[src/pkg/rbm_pkg.sv]
// ****************************************************
// Busy indicator and mode control constants
// ****************************************************
package rbm_pkg;
    // Core clock rate in MHz
    localparam int CLK_MHZ = 200;
    // Least wait after the busy rising edge before a mode change
    localparam int MODE_SETTLE_US = 2000;
    // Longest wait before a deferred sleep request is honoured
    localparam int SLEEP_ENTRY_US = 1000;
    // Cycle counts derived from the times above
    localparam int SETTLE_CYC = (MODE_SETTLE_US * CLK_MHZ + 0) / 1;
    localparam int SLEEP_CYC = (SLEEP_ENTRY_US * CLK_MHZ) / 1;
    // Width of the idle-time counter
    localparam int HCNT_W = 19;
    // Transmit buffer capacity in bytes and its counter width
    localparam int TXBUF_BYTES = 1000;
    localparam int TXCNT_W = 10;
    localparam logic [TXCNT_W-1:0] TXCNT_FULL = 10'h3e8;
    // Module address that means broadcast and monitor
    localparam logic [15:0] ADDR_ALL_ONES = 16'hffff;
    localparam logic [15:0] ADDR_RST = 16'h0000;
    // Register byte offsets
    localparam logic [7:0] OFF_CTRL = 8'h00;
    localparam logic [7:0] OFF_ADDR = 8'h04;
    localparam logic [7:0] OFF_STAT = 8'h08;
    localparam logic [7:0] OFF_TXCNT = 8'h0c;
    // Control register bit positions
    localparam int CTRL_CFG_DONE = 0;
    localparam int CTRL_RX_PEND = 1;
    // Status register bit positions
    localparam int STAT_AUX = 0;
    localparam int STAT_MODE = 1;
    localparam int STAT_PINS = 3;
    localparam int STAT_BCAST = 5;
    localparam int STAT_INIT = 6;
    // Operating modes, coded {mode_select_high, mode_select_low}
    typedef enum logic [1:0] {
        RBM_MODE_NORMAL = 2'h0,
        RBM_MODE_WOR = 2'h1,
        RBM_MODE_CONFIG = 2'h2,
        RBM_MODE_SLEEP = 2'h3
    } rbm_mode_type;
    // Top level control states, one-hot
    typedef enum logic [2:0] {
        RBM_INIT = 3'h1,
        RBM_RUN = 3'h2,
        RBM_SLEEP = 3'h4
    } rbm_state_type;
endpackage

[src/rbm_sync.sv]
`timescale 1ns/10ps
// ****************************************************
// Two flip-flop synchroniser for the mode pins
// ****************************************************
module rbm_sync (
    input wire logic pclk,
    input wire logic presetn,
    input wire logic [1:0] pin_async,
    output logic [1:0] pin_sync
);
    // First and second stage of the chain
    typedef struct packed {
        logic [1:0] s1;
        logic [1:0] s2;
    } rbm_sync_type;

    rbm_sync_type q, d;

    // Next stage values; only the second stage reads the first
    always_comb begin
        d = q;
        d.s1 = pin_async;
        d.s2 = q.s1;
    end

    // Registers clear to mode 0 under reset
    always_ff @(posedge pclk or negedge presetn) begin
        if (!presetn) begin
            q <= '0;
        end else begin
            q <= d;
        end
    end

    assign pin_sync = q.s2;
endmodule

[src/rbm_core.sv]
// Local design decisions: the register addresses and register access over APB.
`timescale 1ns/10ps
// Summary of operation
// (RULE_01) All-ones address makes transmissions broadcast
// (RULE_02) All-ones address receives every packet
// (RULE_03) Busy low through power-on self-test
// (RULE_04) After init, raise busy, follow pins
// (RULE_05) Host waits for busy rising edge
// (RULE_06) Busy low for tx, rx, init
// (RULE_07) Busy low around received serial output
// (RULE_08) 1000-byte transmit buffer never overflows
// (RULE_09) Non-empty transmit buffer keeps busy low
// (RULE_10) Busy may rise before last packet
// (RULE_11) Config busy only at reset, wake
// (RULE_12) Busy is the OR of conditions
// (RULE_13) Pins ignored while busy is low; the code still samples them once, at the end of initialisation
// (RULE_14) Mode applies no earlier than 2ms
// (RULE_15) Steady idle means immediate mode change
// (RULE_16) Leaving sleep reloads parameters, busy low
// (RULE_17) Pins 00 select normal transparent mode
// (RULE_18) Pins 01 select wake-on-air mode
// (RULE_19) Pins 10 select register configuration mode
// (RULE_20) Pins 11 select sleep
// (RULE_21) Host waits 2ms idle before switching
// (RULE_22) Deferred sleep entered within 1ms
// (RULE_23) Mode pins synchronised before use
module rbm_core #(
    parameter int SETTLE_CYCLES = rbm_pkg::SETTLE_CYC,
    parameter int SLEEP_CYCLES = rbm_pkg::SLEEP_CYC
) (
    input wire logic pclk,
    input wire logic presetn,
    input wire logic psel,
    input wire logic penable,
    input wire logic pwrite,
    input wire logic [7:0] paddr,
    input wire logic [31:0] pwdata,
    output logic [31:0] prdata,
    output logic pready,
    output logic pslverr,
    input wire logic mode_select_low,
    input wire logic mode_select_high,
    input wire logic tx_push,
    output logic tx_ready,
    input wire logic tx_pop,
    output logic tx_avail,
    input wire logic rx_out_active,
    input wire logic pkt_valid,
    input wire logic [15:0] pkt_dst,
    output logic pkt_accept,
    output logic tx_broadcast,
    output logic aux,
    output logic [1:0] mode_out,
    output logic radio_en,
    output logic uart_en,
    output logic reg_access_en,
    output logic wor_en,
    output logic sleep_en
);
    // ****************************************************
    // State
    // ****************************************************
    typedef struct packed {
        rbm_pkg::rbm_state_type st;          // Control state
        rbm_pkg::rbm_mode_type mode;         // Mode in force
        logic [1:0] pins;                    // Pins seen while idle
        logic [15:0] addr;                   // Module address
        logic rxp;                           // Received data waiting
        logic [rbm_pkg::TXCNT_W-1:0] cnt;    // Buffer fill
        logic [rbm_pkg::HCNT_W-1:0] hcnt;    // Cycles busy stayed high
        logic aux;                           // Busy indicator, high idle
        logic [31:0] prdata;                 // Read data latch
    } rbm_core_type;

    rbm_core_type q, d;
    logic [1:0] pins_s;    // Synchronised mode pins
    logic busy;            // Any busy condition holds
    logic acc;             // APB access phase
    logic wr;              // APB write in access phase
    logic push_ok;         // Byte accepted into buffer
    logic pop_ok;          // Byte drained to the radio
    logic [rbm_pkg::HCNT_W-1:0] need;    // Idle time a change waits
    logic change_ok;       // Mode change may be applied now

    // ****************************************************
    // Helpers
    // ****************************************************
    // Whether an offset is one of the four registers
    function automatic logic rbm_mapped(input logic [7:0] a);
        return (a == rbm_pkg::OFF_CTRL) || (a == rbm_pkg::OFF_ADDR) ||
               (a == rbm_pkg::OFF_STAT) || (a == rbm_pkg::OFF_TXCNT);
    endfunction

    // Read word for an offset; unmapped and reserved bits read zero
    function automatic logic [31:0] rbm_rd(input logic [7:0] a,
                                           input rbm_core_type s);
        logic [31:0] w;
        w = '0;
        unique case (a)
            rbm_pkg::OFF_CTRL: begin
                w[rbm_pkg::CTRL_RX_PEND] = s.rxp;
            end
            rbm_pkg::OFF_ADDR: begin
                w[15:0] = s.addr;
            end
            rbm_pkg::OFF_STAT: begin
                w[rbm_pkg::STAT_AUX] = s.aux;
                w[rbm_pkg::STAT_MODE +: 2] = s.mode;
                w[rbm_pkg::STAT_PINS +: 2] = s.pins;
                w[rbm_pkg::STAT_BCAST] = (s.addr == rbm_pkg::ADDR_ALL_ONES);
                w[rbm_pkg::STAT_INIT] = (s.st == rbm_pkg::RBM_INIT);
            end
            rbm_pkg::OFF_TXCNT: begin
                w[rbm_pkg::TXCNT_W-1:0] = s.cnt;
            end
            default: begin
                w = '0;
            end
        endcase
        return w;
    endfunction

    // Pins go through two flops before any decision reads them
    rbm_sync u_sync (    // see RULE_23
        .pclk(pclk),
        .presetn(presetn),
        .pin_async({mode_select_high, mode_select_low}),
        .pin_sync(pins_s)
    );

    // ****************************************************
    // Next state
    // ****************************************************
    // Busy terms, buffer, idle timer, mode machine and registers
    always_comb begin
        d = q;
        acc = psel && penable;
        wr = acc && pwrite;
        // Any single condition pulls busy low; high needs all clear
        busy = (q.st == rbm_pkg::RBM_INIT) || (q.cnt != '0) ||
               q.rxp || rx_out_active;    // see RULE_06
        d.aux = !busy;    // see RULE_12
        // Buffer accounting; a push at full is refused
        push_ok = tx_push && (q.cnt != rbm_pkg::TXCNT_FULL);    // see RULE_08
        // Busy rises once the last byte leaves the buffer, even
        // though that packet may still be on the air
        pop_ok = tx_pop && (q.cnt != '0);    // see RULE_10
        if (push_ok && !pop_ok) begin
            d.cnt = q.cnt + 10'h001;
        end else if (pop_ok && !push_ok) begin
            d.cnt = q.cnt - 10'h001;    // see RULE_09
        end
        // Pins are looked at while the indicator is high, and once more when initialisation ends
        if (q.aux) begin
            d.pins = pins_s;    // see RULE_13
        end
        // Time spent idle, saturating at the longer wait
        if (!q.aux) begin
            d.hcnt = '0;
        end else if (q.hcnt < SETTLE_CYCLES[rbm_pkg::HCNT_W-1:0]) begin
            d.hcnt = q.hcnt + 19'h00001;
        end
        // Sleep waits the shorter time, other modes the longer one
        if (q.pins == rbm_pkg::RBM_MODE_SLEEP) begin
            need = SLEEP_CYCLES[rbm_pkg::HCNT_W-1:0];    // see RULE_22
        end else begin
            need = SETTLE_CYCLES[rbm_pkg::HCNT_W-1:0];    // see RULE_14
        end
        // A saturated timer lets a change through at once
        change_ok = q.aux && !busy && (q.hcnt >= need);    // see RULE_15
        // Mode machine
        unique case (q.st)
            rbm_pkg::RBM_INIT: begin
                // Stored parameters applied; follow the pins from now
                if (wr && (paddr == rbm_pkg::OFF_CTRL) &&
                    pwdata[rbm_pkg::CTRL_CFG_DONE]) begin
                    d.st = rbm_pkg::RBM_RUN;    // see RULE_04
                    d.pins = pins_s;
                    d.mode = rbm_pkg::rbm_mode_type'(pins_s);
                    if (pins_s == rbm_pkg::RBM_MODE_SLEEP) begin
                        d.st = rbm_pkg::RBM_SLEEP;
                    end
                end
            end
            rbm_pkg::RBM_RUN: begin
                // Pending change applies only after idle time
                if ((q.pins != q.mode) && change_ok) begin
                    d.mode = rbm_pkg::rbm_mode_type'(q.pins);
                    if (q.pins == rbm_pkg::RBM_MODE_SLEEP) begin
                        d.st = rbm_pkg::RBM_SLEEP;    // see RULE_20
                    end
                end
            end
            rbm_pkg::RBM_SLEEP: begin
                // Waking reloads parameters with busy held low
                if (q.aux && (q.pins != rbm_pkg::RBM_MODE_SLEEP)) begin
                    d.st = rbm_pkg::RBM_INIT;    // see RULE_16, see RULE_11
                end
            end
            default: begin
                // Illegal code: restart as after power-on
                d.st = rbm_pkg::RBM_INIT;
            end
        endcase
        // Register writes at the access phase
        if (wr && (paddr == rbm_pkg::OFF_CTRL)) begin
            d.rxp = pwdata[rbm_pkg::CTRL_RX_PEND];    // see RULE_07
        end
        if (wr && (paddr == rbm_pkg::OFF_ADDR)) begin
            d.addr = pwdata[15:0];
        end
        // Read data captured in the setup cycle
        if (psel && !penable) begin
            d.prdata = rbm_rd(paddr, q);
        end
    end

    // ****************************************************
    // Registers
    // ****************************************************
    // Power-on: initialising, busy low, normal mode
    always_ff @(posedge pclk or negedge presetn) begin
        if (!presetn) begin
            q.st <= rbm_pkg::RBM_INIT;    // see RULE_03
            q.mode <= rbm_pkg::RBM_MODE_NORMAL;
            q.pins <= 2'h0;
            q.addr <= rbm_pkg::ADDR_RST;
            q.rxp <= 1'b0;
            q.cnt <= '0;
            q.hcnt <= '0;
            q.aux <= 1'b0;
            q.prdata <= '0;
        end else begin
            q <= d;
        end
    end

    // ****************************************************
    // Outputs
    // ****************************************************
    // Zero wait states; unmapped offsets answer with an error
    assign pready = 1'b1;
    assign pslverr = acc && !rbm_mapped(paddr);
    assign prdata = q.prdata;
    assign tx_ready = (q.cnt != rbm_pkg::TXCNT_FULL);
    assign tx_avail = (q.cnt != '0);
    // Host may start using the module at the rising edge
    assign aux = q.aux;    // see RULE_05
    assign mode_out = q.mode;
    // Address of all ones: send to all, accept from all
    assign tx_broadcast = (q.addr == rbm_pkg::ADDR_ALL_ONES);    // see RULE_01
    assign pkt_accept = pkt_valid && radio_en &&
                        ((q.addr == rbm_pkg::ADDR_ALL_ONES) ||
                         (pkt_dst == q.addr));    // see RULE_02
    // Mode decode; radio and serial stay off until running
    assign uart_en = (q.st == rbm_pkg::RBM_RUN);
    assign radio_en = uart_en &&
                      ((q.mode == rbm_pkg::RBM_MODE_NORMAL) ||
                       (q.mode == rbm_pkg::RBM_MODE_WOR));    // see RULE_17
    assign wor_en = uart_en &&
                    (q.mode == rbm_pkg::RBM_MODE_WOR);    // see RULE_18
    assign reg_access_en = uart_en &&    // see RULE_19
                           (q.mode == rbm_pkg::RBM_MODE_CONFIG);
    assign sleep_en = (q.st == rbm_pkg::RBM_SLEEP);
endmodule

[config.mk]
export PLATFORM = sky130hd
export DESIGN_NAME = rbm_core
export DESIGN_NICKNAME = d
export VERILOG_FILES = /design/src/pkg/rbm_pkg.sv /design/src/rbm_sync.sv /design/src/rbm_core.sv
export SDC_FILE = /design/constraint.sdc
export NUM_CORES = 1
export LEC_CHECK = 0
export ABC_AREA = 1
export BUFFER_PORTS_ARGS = -buffer_cell sky130_fd_sc_hd__clkbuf_2
export CAP_MARGIN = 20
export CORE_ASPECT_RATIO = 0.7
export CORE_MARGIN = 2
export CORE_UTILIZATION = 43
export CTS_CLUSTER_DIAMETER = 40
export DETAILED_ROUTE_END_ITERATION = 10
export GPL_ROUTABILITY_DRIVEN = 0
export PLACE_DENSITY = 0.71
export SKIP_LAST_GASP = 1
export SLEW_MARGIN = 0
export SYNTH_ARGS = -nofsm -noshare
export SYNTH_HDL_FRONTEND = slang
export SYNTH_SLANG_ARGS = --single-unit
[constraint.sdc]
create_clock -name pclk -period 3.9 [get_ports pclk]
set_input_delay 0.39 -clock pclk [delete_from_list [all_inputs] [get_ports pclk]]
set_output_delay 0.39 -clock pclk [all_outputs]
set_load 0.03 [all_outputs]
==> impl_metrics.py, run 1 <==
metrics = {
    "floorplan": {
        "start_util_pct": 44.5,
        "die_w_um": 128,
        "die_h_um": 90.9,
        "rows": 31,
        "dieArea_sq_mm": 0.0116,
        "core_sq_mm": 0.0104,
        "ios": 113,
    },
    "placed_design": {
        "numPortBuffers": 79,
        "place_ws_ns": 0.616,
        "numPlacedInstances": 796,
        "hpwlAfterDp_mm": 8.69,
    },
    "cts": {
        "clock-sinks": 74,
        "cts_made_buffers": 9,
        "clockRootBuffer": "clkbuf_16",
        "cts_hold_buf": 0,
        "clkLatencyLatePin_ns": 0.34,
        "cts_buffer_depth": 2,
        "clk_pin_slew_ns": 0.06,
        "htree_num_levels": 3,
        "post_cts_buffers": 0,
        "cts_resized": 0,
        "cts_tree": "built",
    },
    "cells_and_area": {
        "area.growth.synth_to_final_pct": 13.1,
        "multiInputGateArea_sq_mm": 0.00223,
        "nets": 757,
        "fill_cells": 974,
        "drive_gt1_share_pct": 16.6,
        "antenna_cells": 0,
        "seqCellArea_sq_mm": 0.00185,
        "fin_cells": 812,
    },
    "global_routing": {
        "antenna_found_initial": 0,
        "overflow": 0,
        "grt_use_total_pct": 20.3,
        "grt_max_degree": 43,
        "grt_pass1_wl_mm": 18.6,
        "grt_pass1_vias": 3788,
    },
    "sta": {
        "clock-skew-final_ns": 0.00647,
        "rsz0062_at_grt": "false",
        "fmax_mhz": 301,
        "fin_tns_setup_ns": 0,
        "period_share_pct": 85.1,
        "setup_viol_count_final": 0,
        "final.min_clock_period_ns": 3.32,
        "fin_ws_ns": 0.579,
        "finalHoldViolations": 0,
        "slew_viol_final": 0,
        "worst_pin_slew_ns": 0.673,
        "slew_headroom_pct": 55.1,
    },
    "power": {
        "p_leak_nw": 2.67,
        "ir_worst_vdd_mv": 0.261,
        "finalPower_mw": 2.30,
        "power.density_mw_per_mm2": 439,
    },
    "detailed_routing": {
        "drc": 0,
        "via_count": 4156,
        "first_iter_violations": 307,
        "avgViaCountPerCell": 5.12,
        "routedWlPerCell_um": 13.9,
        "routed_wl_mm": 11.3,
        "ant_nets": 0,
        "dr.pass1.iters": 5,
    },
    "setup_path": {
        "critPathTopFamily": "simple AND/OR/NAND/NOR gates",
        "critPathKind": "reg2reg",
        "crit_fanout": 8,
        "critPathRequiredTime_ns": 4.13,
        "cpMaxStageDelayCell": "or4_1",
        "crit_path_start_kind": "flip-flop",
        "cp_slowest_stage_delay_ns": 0.52,
        "crit_path_cell_trace": "nor2_1, nand2_1, or4_1, and2_1, ha_1, inv_1, ha_1, a21oi_1, o21ai_0, a21oi_1, o21bai_1, or2_2, nand3_1, nand2_1",
        "critPathCaptureType": "flip-flop",
        "critPathBufInv": 1,
        "arrival_ns": 3.55,
    },
    "yosys": {
        "async_reset_ff_share_pct": 100,
        "ys_types": 43,
        "synth_edf_count": 0,
        "syn-cell-area_sq_mm": 0.00464,
        "synth_cells": 612,
        "ys_seq_area_share_pct": 39.9,
        "synth-main-ff-cell": "dfrtp_1",
        "synth-seq-cells": 74,
        "yosys_warnings": 0,
        "synth.avg_cell_area_sq_um": 7.58,
    },
    "job": {
        "cap_violations": 0,
    },
    "hold_path": {
        "hold_class": "in2async",
    },
    "run_status": {
        "status": "finished, final reports clean",
    },
}
==> cells in the mapped netlist, types with 2 or more instances <==
cell type    n  share of area [%]
a21oi_1     41                4.4
a31oi_1      3               0.40
and2_1       2               0.27
buf_2        2               0.22
buf_4       35                5.7
buf_6        2               0.49
clkbuf_1     5               0.40
conb_1       2               0.16
dfrtp_1     73                 39
ha_1        14                3.8
inv_1       76                6.1
mux2_4       3               0.97
nand2_1    139                 11
nand2_2      2               0.27
nand3_1     32                3.5
nand3b_1     3               0.49
nand4_1     16                2.2
nor2_1      53                4.3
nor3_1      13                1.4
nor4_1       2               0.27
o21ai_0     38                4.1
o21bai_1     2               0.32
o22ai_1      8                1.1
o31ai_1      6               0.97
or2_2        3               0.40
xnor2_1     11                2.1
xor2_1      10                1.9
==> registers in the layout (all words and copies together), names as in the netlist <==
name,flops
mode_out,2
q,51
aux,1
u_sync.pin_sync,2
prdata,16
u_sync.d,2
==> worst paths after layout <==
kind                       slack (ns)  depth (start not counted)                   from                           end
max                              0.58                         14      q[53]$_DFFE_PN0P_             q[59]$_DFFE_PN0P_
min                              0.09                          2                presetn             q[34]$_DFFE_PN0P_
max reg2reg                      0.58                         14      q[53]$_DFFE_PN0P_             q[59]$_DFFE_PN0P_
min reg2reg                      0.37                          0  u_sync.d[0]$_DFF_PN0_  u_sync.pin_sync[0]$_DFF_PN0_
max in group asynchronous        3.37                          2                presetn             q[67]$_DFFE_PN0P_
min in group pclk                0.16                          1        mode_select_low         u_sync.d[0]$_DFF_PN0_
==> power by group <==
group	total [mW]	internal (mW)	switching, mW
logic	0.593	0.223	0.370
clock network	0.787	0.442	0.345
registers	0.922	0.839	0.0833
==> logic make-up after synthesis <==
group / Yosys count / synth area share [%]
xor+xnor: 21 / 3.96
fa+ha+maj: 15 / 4.21
mux: 3 / 0.971
other cells: 2 / 0.162
compound gates: 103 / 12.2
flops: 74 / 39.9
simple gates: 271 / 25.3
buf+inv: 123 / 13.2
==> per-layer routing <==
layer,share of wire (%),GRT usage (%)
met5,0,0
met4,1.4,5.49
met3,5.8,4.50
met2,42,28.8
met1,51,30.7
==> layout by cell type, fill, tap and decap left out, drive strengths merged <==
| master | instances |
|---|---|
| xnor2 | 11 |
| clkinvlp | 1 |
| nor4 | 2 |
| a31oi | 3 |
| clkbuf | 87 |
| inv | 79 |
| nand3b | 3 |
| a221oi | 1 |
| nand2 | 141 |
| or4 | 1 |
| o21a | 1 |
| clkinv | 5 |
| dfrtp | 73 |
| dfstp | 1 |
| o21bai | 2 |
| mux2 | 3 |
| xor2 | 10 |
| nor3 | 13 |
| o22ai | 8 |
| fa | 1 |
| or2 | 5 |
| and2 | 2 |
| conb | 17 |
| nor2 | 54 |
| o21ai | 39 |
| o211ai | 1 |
| nand4 | 16 |
| a21oi | 41 |
| ha | 14 |
| nand3 | 33 |
| o31ai | 6 |
| a21boi | 1 |
| and3 | 1 |
| buf | 4 |
==> layout make-up <==
type                    instances  area share, %
clock inverters                 7           1.19
flip-flops and latches         74           35.3
inverters                      78           5.60
multi-input cells             430           42.5
repair buffers                 82           7.96
clock buffers                   9           4.29
well taps                     132           3.15
==> metrics by stage <==
stage	instance area (sq um)	util [%]	hold WS, ns
floorplan	4700	-	0.0944
CTS	5250	50.3	0.116
global route	5250	50.3	0.139
finish	5250	50.3	0.0916
detailed placement	4960	47.5	0.359
global placement	4960	47.5	0.366
No activity file was read; power rests on OpenSTA's default activity.
==> run 2: changes to the inputs <==
RECOVER_POWER = 50   (was unset)
==> run 2 against run 1 <==
Effect of this change:
- the flow now finishes with violations (capacitance limit, slew limit)
- die area is the same
- largest cell class unchanged
- clock power hardly changed
- critical path type unchanged
- global-route usage unchanged
- sequential power hardly changed
- clock skew grew 0.00058 ns
- fmax is 0.17% lower
- core utilization is 0.18 points lower
- non-clock buffer count unchanged
- setup slack worse by 0.0058 ns
- via count shrank 0.24%
==> impl_metrics.py, run 2 (synthesis gave the netlist of run 1 again) <==
metrics = {
    "cells_and_area": {
        "nets": 757,
        "largest_reg_flops": 51,
        "drive_gt1_share_pct": 15.0,
        "final_cell_mix": "nand2_1, inv_1, dfrtp_1",
        "regMostFlops": "q",
        "reg_top3": "q (51), prdata (16)",
        "antenna_cells": 0,
        "fin_cells": 812,
        "area.growth.synth_to_final_pct": 12.7,
        "final_util_pct": 50.1,
        "final_common_cell": "nand2_1",
    },
    "sta": {
        "final.min_clock_period_ns": 3.33,
        "slew_viol_final": 76,
        "fmax_mhz": 301,
        "setup_viol_count_final": 0,
        "worst_pin_slew_ns": 2.36,
        "clock-skew-final_ns": 0.00705,
        "rsz0062_at_grt": "false",
        "fin_ws_ns": 0.574,
        "period_share_pct": 85.3,
        "finalHoldViolations": 0,
        "fin_tns_setup_ns": 0,
        "slew_headroom_pct": -57.2,
    },
    "placed_design": {
        "place_ws_ns": 0.616,
        "numPortBuffers": 79,
        "numPlacedInstances": 796,
        "hpwlAfterDp_mm": 8.69,
    },
    "global_routing": {
        "grt_pass1_wl_mm": 18.6,
        "grt_max_degree": 43,
        "overflow": 0,
        "grt_pass1_vias": 3788,
        "grt_use_total_pct": 20.3,
        "antenna_found_initial": 0,
    },
    "power": {
        "ir_worst_vdd_mv": 0.262,
        "p_leak_nw": 2.63,
        "p_int_mw": 1.50,
        "switchingPower_mw": 0.798,
        "seqPwrFrac_pct": 40.1,
        "clock_power_share_pct": 34.2,
        "combPwrFrac_pct": 25.7,
        "power.density_mw_per_mm2": 440,
        "p_sw_share_pct": 34.7,
        "finalPower_mw": 2.30,
    },
    "setup_path": {
        "r2r-end": "q[59]$_DFFE_PN0P_",
        "arrival_ns": 3.56,
        "critPathRequiredTime_ns": 4.13,
        "crit_fanout": 8,
        "r2r-start": "q[53]$_DFFE_PN0P_",
        "r2r.worst_path.cells": 14,
        "crit_path_start_kind": "flip-flop",
        "critPathCaptureType": "flip-flop",
        "r2r_setup_slack_ns": 0.57,
        "worstSetupStartpoint": "q[53]$_DFFE_PN0P_",
        "critPathKind": "reg2reg",
    },
    "cts": {
        "post_cts_buffers": 0,
        "cts_hold_buf": 0,
        "clk_pin_slew_ns": 0.06,
        "htree_num_levels": 3,
        "clkLatencyLatePin_ns": 0.34,
        "clock-sinks": 74,
        "clockRootBuffer": "clkbuf_16",
        "cts_tree": "built",
        "cts_resized": 0,
        "cts_made_buffers": 9,
        "cts_buffer_depth": 2,
    },
    "detailed_routing": {
        "routedWlPerCell_um": 13.9,
        "dr.pass1.iters": 6,
        "first_iter_violations": 289,
        "drc": 0,
        "routed_wl_mm": 11.3,
        "avgViaCountPerCell": 5.11,
        "via_count": 4146,
        "ant_nets": 0,
    },
    "run_status": {
        "status": "complete, but fails checks",
        "violations": "capacitance limit, slew limit",
    },
    "job": {
        "cap_violations": 2,
    },
    "floorplan": {
        "core_sq_mm": 0.0104,
        "start_util_pct": 44.5,
        "die_w_um": 128,
        "dieArea_sq_mm": 0.0116,
        "rows": 31,
        "ios": 113,
        "die_h_um": 90.9,
    },
    "hold_path": {
        "hold_class": "in2reg",
        "hold_end": "u_sync.d[0]$_DFF_PN0_",
        "hold_path_depth": 1,
        "min_from": "mode_select_low",
    },
}
-- run 2: power by group through the flow --
stage | clock network, mW | logic (mW) | registers (mW)
after floorplan | 0 | 0.461 | 0.908
after global placement | 0 | 0.568 | 0.928
after detailed placement | 0 | 0.584 | 0.935
after CTS | 0.805 | 0.589 | 0.921
after global routing | 0.844 | 0.692 | 0.932
final | 0.787 | 0.592 | 0.922
-- run 2: layout make-up --
cell class / count / area, sq um
fill: 983 / 5200
multi-input combinational: 430 / 2230
sequential: 74 / 1850
timing repair buffer: 82 / 399
inverter: 78 / 294
clock buffer: 9 / 225
tap: 132 / 165
clock inverter: 7 / 62.6
-- run 2: worst max path at each step --
stage	to
floorplan	pkt_accept
global placement	q[59]$_DFFE_PN0P_
detailed placement	q[59]$_DFFE_PN0P_
CTS	q[59]$_DFFE_PN0P_
global route	q[59]$_DFFE_PN0P_
finish	q[59]$_DFFE_PN0P_
-- run 2: worst max-delay path, cell delays in order (launching register included) --
cell and delay [ns]:
dfrtp_1 0.43, nor2_1 0.12, nand2_1 0.06, or4_1 0.52, and2_1 0.17, ha_1 0.26, inv_1 0.27, ha_1 0.34
a21oi_1 0.21, o21ai_0 0.12, a21oi_1 0.22, o21bai_1 0.11, or2_2 0.27, nand3_1 0.06, nand2_1 0.05
-- run 2: through the flow --
step | cell area [sq um] | hold WS, ns
floorplan | 4700 | 0.0944
global placement | 4960 | 0.366
detailed placement | 4960 | 0.359
CTS | 5250 | 0.116
global route | 5230 | 0.154
finish | 5230 | 0.164
-- run 2: routing by layer --
layer  routed length [um]  GRT usage (%)  vias to the layer above
met5                    0              0                        -
met4                  151           5.49                        0
met3                  732           4.50                        8
met2                 4780           28.8                      129
met1                 5650           30.7                     1931
li1                     -              -                     2078
